--- src/bcs_regs.vh ---
// register offsets, field positions, codes and reset values for the slot control/status bank
`ifndef BCS_REGS_VH
`define BCS_REGS_VH

// ----------------------------------------------------------------------------
// byte offsets of the register words
// ----------------------------------------------------------------------------
`define BCS_SLOT0_CONTROL_OFS   8'h10
`define BCS_SLOT1_CONTROL_OFS   8'h18
`define BCS_SLOT0_STATUS_OFS    8'h14
`define BCS_SLOT1_STATUS_OFS    8'h20

// ----------------------------------------------------------------------------
// control register fields (byte 0)
// ----------------------------------------------------------------------------
`define BCS_CTL_LOCK_BIT        7
`define BCS_CTL_REQ_HI          6
`define BCS_CTL_REQ_LO          4
`define BCS_CTL_RREQ_EN_BIT     3
`define BCS_CTL_SCHG_EN_BIT     2
`define BCS_CTL_WAKE_EN_BIT     1
`define BCS_CTL_PWR_BIT         0

// ----------------------------------------------------------------------------
// status register fields (byte 0, form factor in byte 1)
// ----------------------------------------------------------------------------
`define BCS_STS_SEC_BIT         7
`define BCS_STS_STATE_HI        6
`define BCS_STS_STATE_LO        4
`define BCS_STS_RREQ_BIT        3
`define BCS_STS_SCHG_BIT        2
`define BCS_STS_SBPRS_BIT       1
`define BCS_STS_USBPRS_BIT      0
`define BCS_STS_FF_HI           2
`define BCS_STS_FF_LO           0

// ----------------------------------------------------------------------------
// slot state codes
// ----------------------------------------------------------------------------
`define BCS_ST_EMPTY            3'h0
`define BCS_ST_INSERTED         3'h1
`define BCS_ST_ENABLED          3'h2
`define BCS_ST_REM_REQUESTED    3'h3
`define BCS_ST_REM_ALLOWED      3'h4

// ----------------------------------------------------------------------------
// reset values
// ----------------------------------------------------------------------------
`define BCS_CONTROL_RST         8'h00
`define BCS_STATE_RST           3'h0
`define BCS_FF_POR              3'h0
`define BCS_PIN_IDLE            8'hff

`endif

--- src/bcs_bank.v ---
// two-slot control and status register bank with byte-wide register port
`timescale 1ns/1ps
`include "bcs_regs.vh"

module bcs_bank (
  input  wire       clk_i,
  input  wire       reset_i,
  input  wire       power_on_reset_i,
  input  wire [7:0] reg_addr_i,
  input  wire       reg_wr_i,
  input  wire [7:0] reg_wdata_i,
  input  wire       reg_rd_i,
  output reg  [7:0] reg_rdata_o,
  output reg        reg_rvalid_o,
  input  wire       security_capability_i,
  input  wire [1:0] serial_bus_present_in_n_i,
  input  wire [1:0] usb_present_in_n_i,
  input  wire [1:0] removal_request_in_n_i,
  input  wire [1:0] security_lock_in_n_i,
  output wire [1:0] power_enable_out_o,
  output wire [1:0] actual_slot_state0_o,
  output wire [2:0] actual_slot_state_b0_o,
  output wire [2:0] actual_slot_state_b1_o,
  output wire       alert_out_o
);

  // --------------------------------------------------------------------------
  // slot state codes and control reset byte
  // --------------------------------------------------------------------------
  // one-hot inside; a stray pattern falls to the decoders' default arm
  localparam [4:0] SL_EMPTY    = 5'h01;
  localparam [4:0] SL_INSERTED = 5'h02;
  localparam [4:0] SL_ENABLED  = 5'h04;
  localparam [4:0] SL_REM_REQ  = 5'h08;
  localparam [4:0] SL_REM_ALW  = 5'h10;
  localparam [7:0] CTRL_RST    = `BCS_CONTROL_RST;

  // --------------------------------------------------------------------------
  // pin synchronisation
  // --------------------------------------------------------------------------
  wire [7:0] pins_s;

  bcs_sync #(
    .W (8)
  ) u_sync (
    .clk_i   (clk_i),
    .reset_i (reset_i),
    .async_i ({security_lock_in_n_i, removal_request_in_n_i, usb_present_in_n_i, serial_bus_present_in_n_i}),
    .sync_o  (pins_s)
  );

  // --------------------------------------------------------------------------
  // per-slot logic
  // --------------------------------------------------------------------------
  wire [15:0] ctrl_byte_w;
  wire [15:0] stat_byte_w;
  wire [5:0]  ff_w;
  wire [5:0]  state_w;
  wire [1:0]  alert_w;
  wire [1:0]  alert_d_w;
  wire [1:0]  pwr_w;

  genvar b;
  generate
    for (b = 0; b < 2; b = b + 1) begin : g_slot
      wire [7:0] ctrl_ofs = (b == 0) ? `BCS_SLOT0_CONTROL_OFS : `BCS_SLOT1_CONTROL_OFS;
      wire [7:0] stat_ofs = (b == 0) ? `BCS_SLOT0_STATUS_OFS : `BCS_SLOT1_STATUS_OFS;

      wire sb_n   = pins_s[b];
      wire usb_n  = pins_s[2 + b];
      wire rreq_n = pins_s[4 + b];
      wire sec_n  = pins_s[6 + b];

      reg       lock_q;
      reg [2:0] req_q;
      reg       rreq_en_q;
      reg       schg_en_q;
      reg       wake_en_q;
      reg       pwr_q;
      reg [4:0] state_q;
      reg [2:0] code_q;
      reg       alert_q;
      reg       rreq_flag_q;
      reg       schg_flag_q;
      reg       present_prev_q;
      reg       rreq_prev_q;
      reg [2:0] ff_q;
      reg       ff_locked_q;

      reg       lock_d;
      reg [2:0] req_d;
      reg       rreq_en_d;
      reg       schg_en_d;
      reg       wake_en_d;
      reg       pwr_d;
      reg [4:0] state_d;
      reg [2:0] code_d;
      reg [4:0] req_onehot;
      reg       rreq_flag_d;
      reg       schg_flag_d;

      // device present when either active-low presence pin is low
      wire present = ~sb_n | ~usb_n;
      wire ins_evt = present & ~present_prev_q;
      wire rem_evt = ~present & present_prev_q;
      wire rreq_fall = ~rreq_n & rreq_prev_q;

      wire ctrl_wr  = reg_wr_i & (reg_addr_i == ctrl_ofs);
      wire stat_wr0 = reg_wr_i & (reg_addr_i == stat_ofs);
      wire stat_wr1 = reg_wr_i & (reg_addr_i == stat_ofs + 8'h01);

      wire [2:0] wr_req = reg_wdata_i[`BCS_CTL_REQ_HI:`BCS_CTL_REQ_LO];
      wire req_valid = (wr_req >= `BCS_ST_INSERTED) & (wr_req <= `BCS_ST_REM_ALLOWED);

      // removal request event: new press while enabled, or enabling over a pending flag
      wire rreq_evt = (rreq_fall & rreq_en_q)
                    | (ctrl_wr & reg_wdata_i[`BCS_CTL_RREQ_EN_BIT] & ~rreq_en_q & rreq_flag_q);

      // removal from the allowed state is masked only when wake enable is clear
      wire rem_masked = ~wake_en_q & (state_q == SL_REM_ALW);

      // ----------------------------------------------------------------------
      // slot state coding
      // ----------------------------------------------------------------------
      // reserved request codes decode to empty; req_valid keeps them from moving the state
      always @* begin
        case (wr_req)
          `BCS_ST_INSERTED:      req_onehot = SL_INSERTED;
          `BCS_ST_ENABLED:       req_onehot = SL_ENABLED;
          `BCS_ST_REM_REQUESTED: req_onehot = SL_REM_REQ;
          `BCS_ST_REM_ALLOWED:   req_onehot = SL_REM_ALW;
          default:               req_onehot = SL_EMPTY;
        endcase
      end

      always @* begin
        lock_d      = lock_q;
        req_d       = req_q;
        rreq_en_d   = rreq_en_q;
        schg_en_d   = schg_en_q;
        wake_en_d   = wake_en_q;
        pwr_d       = pwr_q;
        state_d     = state_q;
        rreq_flag_d = rreq_flag_q;
        schg_flag_d = schg_flag_q;

        if (ctrl_wr) begin
          lock_d    = reg_wdata_i[`BCS_CTL_LOCK_BIT];
          rreq_en_d = reg_wdata_i[`BCS_CTL_RREQ_EN_BIT];
          schg_en_d = reg_wdata_i[`BCS_CTL_SCHG_EN_BIT];
          wake_en_d = reg_wdata_i[`BCS_CTL_WAKE_EN_BIT];
          // the new lock value counts, so lock and power may go up together
          pwr_d = reg_wdata_i[`BCS_CTL_PWR_BIT] & present & reg_wdata_i[`BCS_CTL_LOCK_BIT];
          if (wr_req != `BCS_ST_EMPTY) begin
            req_d = wr_req;
          end
        end

        // sticky flags: hardware set wins over a write-one clear
        if (stat_wr0 & reg_wdata_i[`BCS_STS_RREQ_BIT]) begin
          rreq_flag_d = 1'b0;
        end
        if (rreq_fall) begin
          rreq_flag_d = 1'b1;
        end
        if (stat_wr0 & reg_wdata_i[`BCS_STS_SCHG_BIT]) begin
          schg_flag_d = 1'b0;
        end
        if (ins_evt | (rem_evt & ~rem_masked)) begin
          schg_flag_d = 1'b1;
        end

        // slot state, removal first
        if (rem_evt) begin
          state_d = SL_EMPTY;
          req_d   = `BCS_ST_EMPTY;
          pwr_d   = 1'b0;
        end else if (ins_evt & schg_en_q) begin
          state_d = SL_INSERTED;
        end else if (rreq_evt & present) begin
          state_d = SL_REM_ALW;
        end else if (ctrl_wr & present & req_valid) begin
          state_d = req_onehot;
        end
      end

      // code kept in a flop beside the one-hot state, so the outputs come from flops
      always @* begin
        case (state_d)
          SL_INSERTED: code_d = `BCS_ST_INSERTED;
          SL_ENABLED:  code_d = `BCS_ST_ENABLED;
          SL_REM_REQ:  code_d = `BCS_ST_REM_REQUESTED;
          SL_REM_ALW:  code_d = `BCS_ST_REM_ALLOWED;
          default:     code_d = `BCS_ST_EMPTY;
        endcase
      end

      wire alert_d = (schg_flag_d & schg_en_d) | (rreq_flag_d & rreq_en_d);

      always @(posedge clk_i) begin
        if (reset_i) begin
          lock_q         <= CTRL_RST[`BCS_CTL_LOCK_BIT];
          req_q          <= CTRL_RST[`BCS_CTL_REQ_HI:`BCS_CTL_REQ_LO];
          rreq_en_q      <= CTRL_RST[`BCS_CTL_RREQ_EN_BIT];
          schg_en_q      <= CTRL_RST[`BCS_CTL_SCHG_EN_BIT];
          wake_en_q      <= CTRL_RST[`BCS_CTL_WAKE_EN_BIT];
          pwr_q          <= CTRL_RST[`BCS_CTL_PWR_BIT];
          state_q        <= SL_EMPTY;
          code_q         <= `BCS_STATE_RST;
          alert_q        <= 1'b0;
          rreq_flag_q    <= 1'b0;
          schg_flag_q    <= 1'b0;
          present_prev_q <= 1'b0;
          rreq_prev_q    <= 1'b1;
        end else begin
          lock_q         <= lock_d;
          req_q          <= req_d;
          rreq_en_q      <= rreq_en_d;
          schg_en_q      <= schg_en_d;
          wake_en_q      <= wake_en_d;
          pwr_q          <= pwr_d;
          state_q        <= state_d;
          code_q         <= code_d;
          alert_q        <= alert_d;
          rreq_flag_q    <= rreq_flag_d;
          schg_flag_q    <= schg_flag_d;
          present_prev_q <= present;
          rreq_prev_q    <= rreq_n;
        end
      end

      // form factor lives outside reset_i; only power-on re-arms the write
      always @(posedge clk_i) begin
        if (power_on_reset_i) begin
          ff_q        <= `BCS_FF_POR;
          ff_locked_q <= 1'b0;
        end else if (stat_wr1 & ~ff_locked_q) begin
          ff_q        <= reg_wdata_i[`BCS_STS_FF_HI:`BCS_STS_FF_LO];
          ff_locked_q <= 1'b1;
        end
      end

      assign ctrl_byte_w[8*b +: 8] = {lock_q, req_q, rreq_en_q, schg_en_q, wake_en_q, pwr_q};
      assign stat_byte_w[8*b +: 8] = {security_capability_i & ~sec_n,
                                      code_q,
                                      rreq_flag_q,
                                      schg_flag_q,
                                      ~sb_n,
                                      ~usb_n};
      assign ff_w[3*b +: 3]    = ff_q;
      assign state_w[3*b +: 3] = code_q;
      assign alert_w[b]        = alert_q;
      assign alert_d_w[b]      = alert_d;
      assign pwr_w[b]          = pwr_q;
    end
  endgenerate

  // --------------------------------------------------------------------------
  // alert pin
  // --------------------------------------------------------------------------
  // built from next-state terms, so the flop adds no cycle of latency
  reg        alert_out_q;

  always @(posedge clk_i) begin
    if (reset_i) begin
      alert_out_q <= 1'b0;
    end else begin
      alert_out_q <= |alert_d_w;
    end
  end

  // --------------------------------------------------------------------------
  // outputs
  // --------------------------------------------------------------------------
  assign power_enable_out_o     = pwr_w;
  assign alert_out_o            = alert_out_q;
  assign actual_slot_state_b0_o = state_w[2:0];
  assign actual_slot_state_b1_o = state_w[5:3];
  assign actual_slot_state0_o   = {pwr_w[0], alert_w[0]};

  // --------------------------------------------------------------------------
  // read port
  // --------------------------------------------------------------------------
  reg [7:0] rdata_d;

  // unmapped and reserved bytes read zero
  always @* begin
    rdata_d = 8'h00;
    if (reg_addr_i == `BCS_SLOT0_CONTROL_OFS) begin
      rdata_d = ctrl_byte_w[7:0];
    end else if (reg_addr_i == `BCS_SLOT1_CONTROL_OFS) begin
      rdata_d = ctrl_byte_w[15:8];
    end else if (reg_addr_i == `BCS_SLOT0_STATUS_OFS) begin
      rdata_d = stat_byte_w[7:0];
    end else if (reg_addr_i == `BCS_SLOT0_STATUS_OFS + 8'h01) begin
      rdata_d = {5'h00, ff_w[2:0]};
    end else if (reg_addr_i == `BCS_SLOT1_STATUS_OFS) begin
      rdata_d = stat_byte_w[15:8];
    end else if (reg_addr_i == `BCS_SLOT1_STATUS_OFS + 8'h01) begin
      rdata_d = {5'h00, ff_w[5:3]};
    end
  end

  always @(posedge clk_i) begin
    if (reset_i) begin
      reg_rdata_o  <= 8'h00;
      reg_rvalid_o <= 1'b0;
    end else begin
      reg_rvalid_o <= reg_rd_i;
      if (reg_rd_i) begin
        reg_rdata_o <= rdata_d;
      end
    end
  end

endmodule // bcs_bank

--- src/bcs_sync.v ---
// two flip-flop synchroniser for the asynchronous slot pins
`timescale 1ns/1ps

module bcs_sync #(
  parameter W = 8
) (
  input  wire         clk_i,
  input  wire         reset_i,
  input  wire [W-1:0] async_i,
  output reg  [W-1:0] sync_o
);

  reg [W-1:0] meta_q;

  // pins idle high (pulled up), so reset to the inactive level
  always @(posedge clk_i) begin
    if (reset_i) begin
      meta_q <= {W{1'b1}};
      sync_o <= {W{1'b1}};
    end else begin
      meta_q <= async_i;
      sync_o <= meta_q;
    end
  end

endmodule // bcs_sync

--- config.mk ---
export PLATFORM = sky130hd
export DESIGN_NAME = bcs_bank
export DESIGN_NICKNAME = d
export VERILOG_FILES = /design/src/bcs_bank.v /design/src/bcs_sync.v
export VERILOG_INCLUDE_DIRS = /design/src
export SDC_FILE = /design/constraint.sdc
export NUM_CORES = 1
export LEC_CHECK = 0
export BUFFER_PORTS_ARGS = -buffer_cell sky130_fd_sc_hd__buf_2
export CORE_MARGIN = 4
export CORE_UTILIZATION = 45
export DETAILED_ROUTE_END_ITERATION = 10
export HOLD_SLACK_MARGIN = 0.08
export PLACE_DENSITY = 0.76
export SLEW_MARGIN = 20
export SYNTH_ARGS = -nofsm -noshare
export SYNTH_HDL_FRONTEND = slang
export SYNTH_SLANG_ARGS = --single-unit
--- constraint.sdc ---
create_clock -name clk_i -period 2.75 [get_ports clk_i]
set_clock_uncertainty 0.1 [all_clocks]
set_input_delay 0.275 -clock clk_i [delete_from_list [all_inputs] [get_ports clk_i]]
set_output_delay 0.275 -clock clk_i [all_outputs]
set_load 0.005 [all_outputs]
### Word-level counts from Yosys, hierarchy flattened

Cells that the tools add are included.

| cells by class | value |
|---|---|
| order comparisons | 2 |
| equality and inequality tests | 20 |
| mux-type cells | 29 |
| bitwise gates (word level) | 77 |
| reduce and logical (&&, ||, !) cells | 6 |

Operators with widths:

| operator | count |
|---|---|
| AND 1 bit | 49 |
| 2-to-1 mux 5 bit | 8 |
| 2-to-1 mux 8 bit | 5 |
| == test 8 x 5 -> 1 bit, second input constant | 4 |
| one-hot mux 3 bit (4 select lines) | 2 |
| == test 5 bit, second input constant | 4 |
| inverter 1 bit | 20 |
| one-hot mux 5 bit (4 select lines) | 1 |
| == test 8 x 6 -> 1 bit, second input constant | 2 |
| 2-to-1 mux 1 bit | 12 |
| == test 5 x 2 -> 1 bit, second input constant | 2 |
| == test 5 x 3 -> 1 bit, second input constant | 2 |
| == test 5 x 4 -> 1 bit, second input constant | 2 |
| OR 1 bit | 8 |
| == test 3 x 2 -> 1 bit, second input constant | 2 |
| OR reduction 2 bit | 3 |
| AND reduction 2 bit | 2 |
| == test 3 x 1 -> 1 bit, second input constant | 1 |
| == test 3 bit, second input constant | 1 |
| greater-or-equal comparator 3 x 1 -> 1 bit, second input constant | 1 |
| less-or-equal comparator 3 bit, second input constant | 1 |
| 2-to-1 mux 3 bit | 1 |
| nonzero test 3 bit | 1 |

| storage, ports and cells | value |
|---|---|
| register bits | 75 |

### Logic depth before layout (Yosys ltp)

| depth | value |
|---|---|
| depth after elaboration | 12 |
| depth in mapped cells | 8 |

### By module

Synthesis repeated with hierarchy kept, for this count alone.

| second synthesis, totals | value |
|---|---|
| cells, all modules | 392 |
| area, all modules | 3408.3 sq um |

By module, submodules not included:

| module | instances | cells an instance | area each (sq um) | sequential area each (sq um) |
|---|---|---|---|---|
| bcs_bank | 1 | 359 | 2976.6 | 1181.1 |
| bcs_sync | 1 | 33 | 431.7 | 320.3 |

### Least setup slack after synthesis

OpenSTA, ideal clock, no wires.

| timing path | value |
|---|---|
| path kind | input-to-reg |
| from | input reg_addr_i[1] |
| to | register g_slot[1].code_q[0], in the netlist actual_slot_state_b1_o[0] |
| library setup time | 0.101 ns |
| arrival time | 2.049 ns |
| setup slack | 0.500 ns |
| stages | 7 |
| cells stage by stage | buf_2 > or3b_2 > nor4_4 > nand4_1 > a2111oi_4 > o211ai_1 > o41ai_1 |

| between the ends | value |
|---|---|
| longest elaborated chain between the ends | 12 |
| elaborated cells between the ends (all ways) | 18 |
| those cells by class | eq/ne: 5; mux: 5; bitwise: 8 |

RTL lines:

| element | line | RTL |
|---|---|---|
| from (decl) | bcs_bank.v:9 | `input wire [7:0] reg_addr_i,` |
| == test 8 x 5 -> 1 bit * | bcs_bank.v:108 | `wire ctrl_wr = reg_wr_i & (reg_addr_i == ctrl_ofs);` |
| AND 1 bit * | bcs_bank.v:108 |  |
| AND 1 bit (3 in series) | bcs_bank.v:117 | `` \| (ctrl_wr & reg_wdata_i[`BCS_CTL_RREQ_EN_BIT] & ~rreq_en_q & rreq_flag_q); `` |
| OR 1 bit | bcs_bank.v:116 | `wire rreq_evt = (rreq_fall & rreq_en_q)` |
| AND 1 bit | bcs_bank.v:180 | `end else if (rreq_evt & present) begin` |
| 2-to-1 mux 5 bit * | bcs_bank.v:180 |  |
| 2-to-1 mux 5 bit * | bcs_bank.v:178 | `end else if (ins_evt & schg_en_q) begin` |
| 2-to-1 mux 5 bit * | bcs_bank.v:174 | `if (rem_evt) begin` |
| == test 5 bit (tied with other cells) | bcs_bank.v:189 | `case (state_d)` |
| one-hot mux 3 bit (4 select lines) * | bcs_bank.v:189 |  |
| to (signal assigned) | bcs_bank.v:209 | `` code_q <= `BCS_STATE_RST; `` |
| to (signal assigned) | bcs_bank.v:223 | `code_q <= code_d;` |
| to (decl) | bcs_bank.v:81 | `reg [2:0] code_q;` |

Every way passes the cells marked *; elsewhere a longest branch is shown, timed or not.
A chain may end at the register's enable or synchronous reset.

### Final worst setup path

| timing path | value |
|---|---|
| from | input reg_addr_i[5] |
| to | register g_slot[1].code_q[0], in the netlist actual_slot_state_b1_o[0] |

The elaborated chain is that of the path after synthesis.

==> impl_metrics.toml <==
[sta]
relSlewSlack_pct = 64.0
setup_ws_ns = 0.554
worstMarginPinSlew_ns = 0.539
layout_min_cycle_time_ns = 2.20
period_share_pct = 79.9
finalMaxSlewViolations = 0
setup_viol = 0
max_freq_mhz = 455
rsz0062_at_grt = "no"
finalHoldViolCount = 0
final.setup.tns_ns = 0

[worst_setup_path]
rrSetupSlack_ns = 0.72
critPathBufInv = 1
critPathLaunchType = "primary input"
worstPathCellList = "buf_2 -> or4b_4 -> nor4_4 -> nand4_1 -> a2111oi_4 -> o211ai_1 -> o41ai_1"
cp.required_ns = 2.90
reg2regPathDepth = 6
worstPathMaxFanout = 6
crit_type = "in2reg"
cp_top_family = "simple AND/OR/NAND/NOR gates"
slowest_stage = "or4b_4"
arrival_ns = 2.35
r2r_start = "u_sync.sync_o[1]"
crit_path_end_kind = "flop"
reg2reg_to = "actual_slot_state_b1_o[0]"
slowest_delay_ns = 0.58

[layout]
seqCellArea_um2 = 1500
diodes = 0
num-nets-final = 481
nFillCells = 695
layout-drive-gt1-share_pct = 22.4
area_growth_pct = 19.0
multi_input_area_um2 = 1760
final_core_util_pct = 55.3
fin_cells = 555

[power_and_ir_drop]
pwr-share-clk_pct = 40.9
intPower_mw = 1.60
leakagePower_nw = 1.56
p_comb_share_pct = 7.5
vdd_drop_max_mv = 0.272
power.total_mw = 2.16
p_per_area_nw_per_um2 = 535
p_switching_mw = 0.555
pwr-share-seq_pct = 51.6
netSwitchingFraction_pct = 25.7

[synth]
synth_cell_type_count = 55
synth_ff_type = "dfxtp_1"
async_reset_ff_share_pct = 0
synth-seq-cells = 75
syn_nets = 423
syn_area_per_cell_um2 = 8.62
synth_area_um2 = 3390
synthCells = 393
ys_seq_area_share_pct = 44.3
synth_warnings = 0
synth_edf_count = 0

[clocking]
clkTransAtPathRegs_ns = 0.08
clk-insertion-delay-late_ns = 0.36
clockRootBuffer = "clkbuf_8"
cts_sinks = 75
cts_tree = "built"
numCtsBuffers = 9
clockBufferDepth = 2
h-tree-depth = 3

[drt]
first_pass_iters = 6
wl_met1_mm = 3.71
ant_nets = 0
viasPerCell = 5.74
routed_wl_mm = 8.74
met2_length_mm = 4.17
drtIter0Drc = 313
routed.top_layer = "met4"
num_vias = 3187
drc = 0
avgRoutedWirePerCell_um = 15.8
wl_met3_um = 627

[min_path]
hp-class = "in2reg"
min_from = "reg_wdata_i[7]"
hold_depth = 3
hold_end = "g_slot[1].lock_q"

[floorplanning]
dieArea_um2 = 8980
ios = 50
coreArea_um2 = 7290
num_rows = 31
die_h_um = 94.8
start_util_pct = 46.5
die-width_um = 94.8

[grt]
antenna_found_initial = 0
grt_start_max_net_pins = 34
grt_pass1_wl_mm = 14.2
track_usage_pct = 20.5
grt_pass1_vias = 2951
overflow = 0

[place]
dp_cells = 529
io_buffers = 49
place_ws_ns = 0.221
dp_hpwl_mm = 6.59
place.gp.congestion = 0.893

[status]
outcome = "complete, no violations"

[flow_run]
cap_violations = 0
[power by group through the flow]
stage	sequential, mW	clock [mW]	combinational [mW]
after floorplan	1.14	0	0.0921
after global routing	1.12	0.957	0.176
final	1.11	0.883	0.162
after global placement	1.14	0	0.147
after CTS	1.11	0.903	0.160
after detailed placement	1.14	0	0.148
[cell usage after synthesis, types with 8 or more instances]
library cell	instances	area share, %
or2_2	19	3.5
nor3_1	9	1.3
a21oi_1	33	4.9
nand2_1	37	4.1
clkbuf_1	12	1.3
o21ai_0	12	1.8
nand2b_1	14	2.6
nand4_1	8	1.5
dfxtp_1	75	44
nor2b_1	13	2.4
nand3_1	12	1.8
nor2_1	40	4.4
[sequential cells by signal (all words and copies together) (netlist names), 3 cells and up]
register / count
g_slot.ff_q: 6
g_slot.state_q: 10
actual_slot_state_b0_o: 3
u_sync.meta_q: 8
u_sync.sync_o: 8
g_slot.req_q: 6
actual_slot_state_b1_o: 3
reg_rdata_o: 8
[layout by cell type (no fill, tap or decap), types with 4 or more instances in the layout]
cell type / count
dfxtp_1: 75
buf_2: 49
nor2_1: 40
nand2_1: 37
a21oi_1: 33
or2_2: 19
nand2b_1: 14
nor2b_1: 13
nand3_1: 12
o21ai_0: 12
dlygate4sd3_1: 10
nor3_1: 9
clkbuf_8: 9
buf_4: 9
nand4_1: 8
mux2i_1: 7
inv_1: 7
a31oi_1: 6
a22oi_1: 6
o22ai_1: 6
a21o_1: 5
o211ai_1: 5
a2bb2oi_1: 5
xnor2_1: 4
[worst max-delay path by stage]
| stage | start | end | cells after the start |
|---|---|---|---|
| after global routing | reg_addr_i[5] | actual_slot_state_b1_o[0] | 7 |
| after CTS | reg_addr_i[5] | actual_slot_state_b1_o[0] | 7 |
| final | reg_addr_i[5] | actual_slot_state_b1_o[0] | 7 |
| after global placement | reg_addr_i[5] | actual_slot_state_b1_o[0] | 7 |
| after detailed placement | reg_addr_i[5] | actual_slot_state_b1_o[0] | 7 |
| after floorplan | reg_addr_i[1] | actual_slot_state_b1_o[0] | 7 |
[worst register-to-register path: cells and delay by family (launching register included)]
family	cells	cell delay, ns
simple gates	3	0.82
compound gates	3	0.68
flops	1	0.33
[repair_timing]
action,in CTS,in global routing
gates resized for setup,0,0
endpoints found under the hold margin,16,0
setup buffers,0,0
hold buffers,10,0
setup endpoints to repair,0,0
[through the flow]
step | hold WS, ns | cell area (µm²)
after detailed placement | 0.294 | 3720
after global placement | 0.295 | 3720
after CTS | 0.0857 | 4030
after global routing | 0.103 | 4030
after floorplan | 0.260 | 3390
final | 0.0982 | 4030
[cell type report]
| class | instances | share of cell area [%] |
|---|---|---|
| clock buffer | 9 | 3.07 |
| clock inverter | 7 | 2.08 |
| inverter | 7 | 0.652 |
| multi-input combinational | 290 | 43.6 |
| sequential | 75 | 37.2 |
| tap | 99 | 3.07 |
| timing repair buffer | 68 | 10.2 |
[cells by family after synthesis]
logic type / after synthesis / synth area share [%]
buf+inv: 28 / 3.77
flops: 75 / 44.3
compound gates: 106 / 21.2
simple gates: 171 / 27.0
xor+xnor: 5 / 1.29
mux: 8 / 2.40
[per-layer routing]
| layer | vias up | global-route usage (%) |
|---|---|---|
| met1 | 1495 | 24.9 |
| met3 | 25 | 5.10 |
| met5 | - | 0 |
| met4 | 0 | 9.50 |
| met2 | 137 | 33.9 |
| li1 | 1530 | - |
No activity file was read; power rests on OpenSTA's default activity.
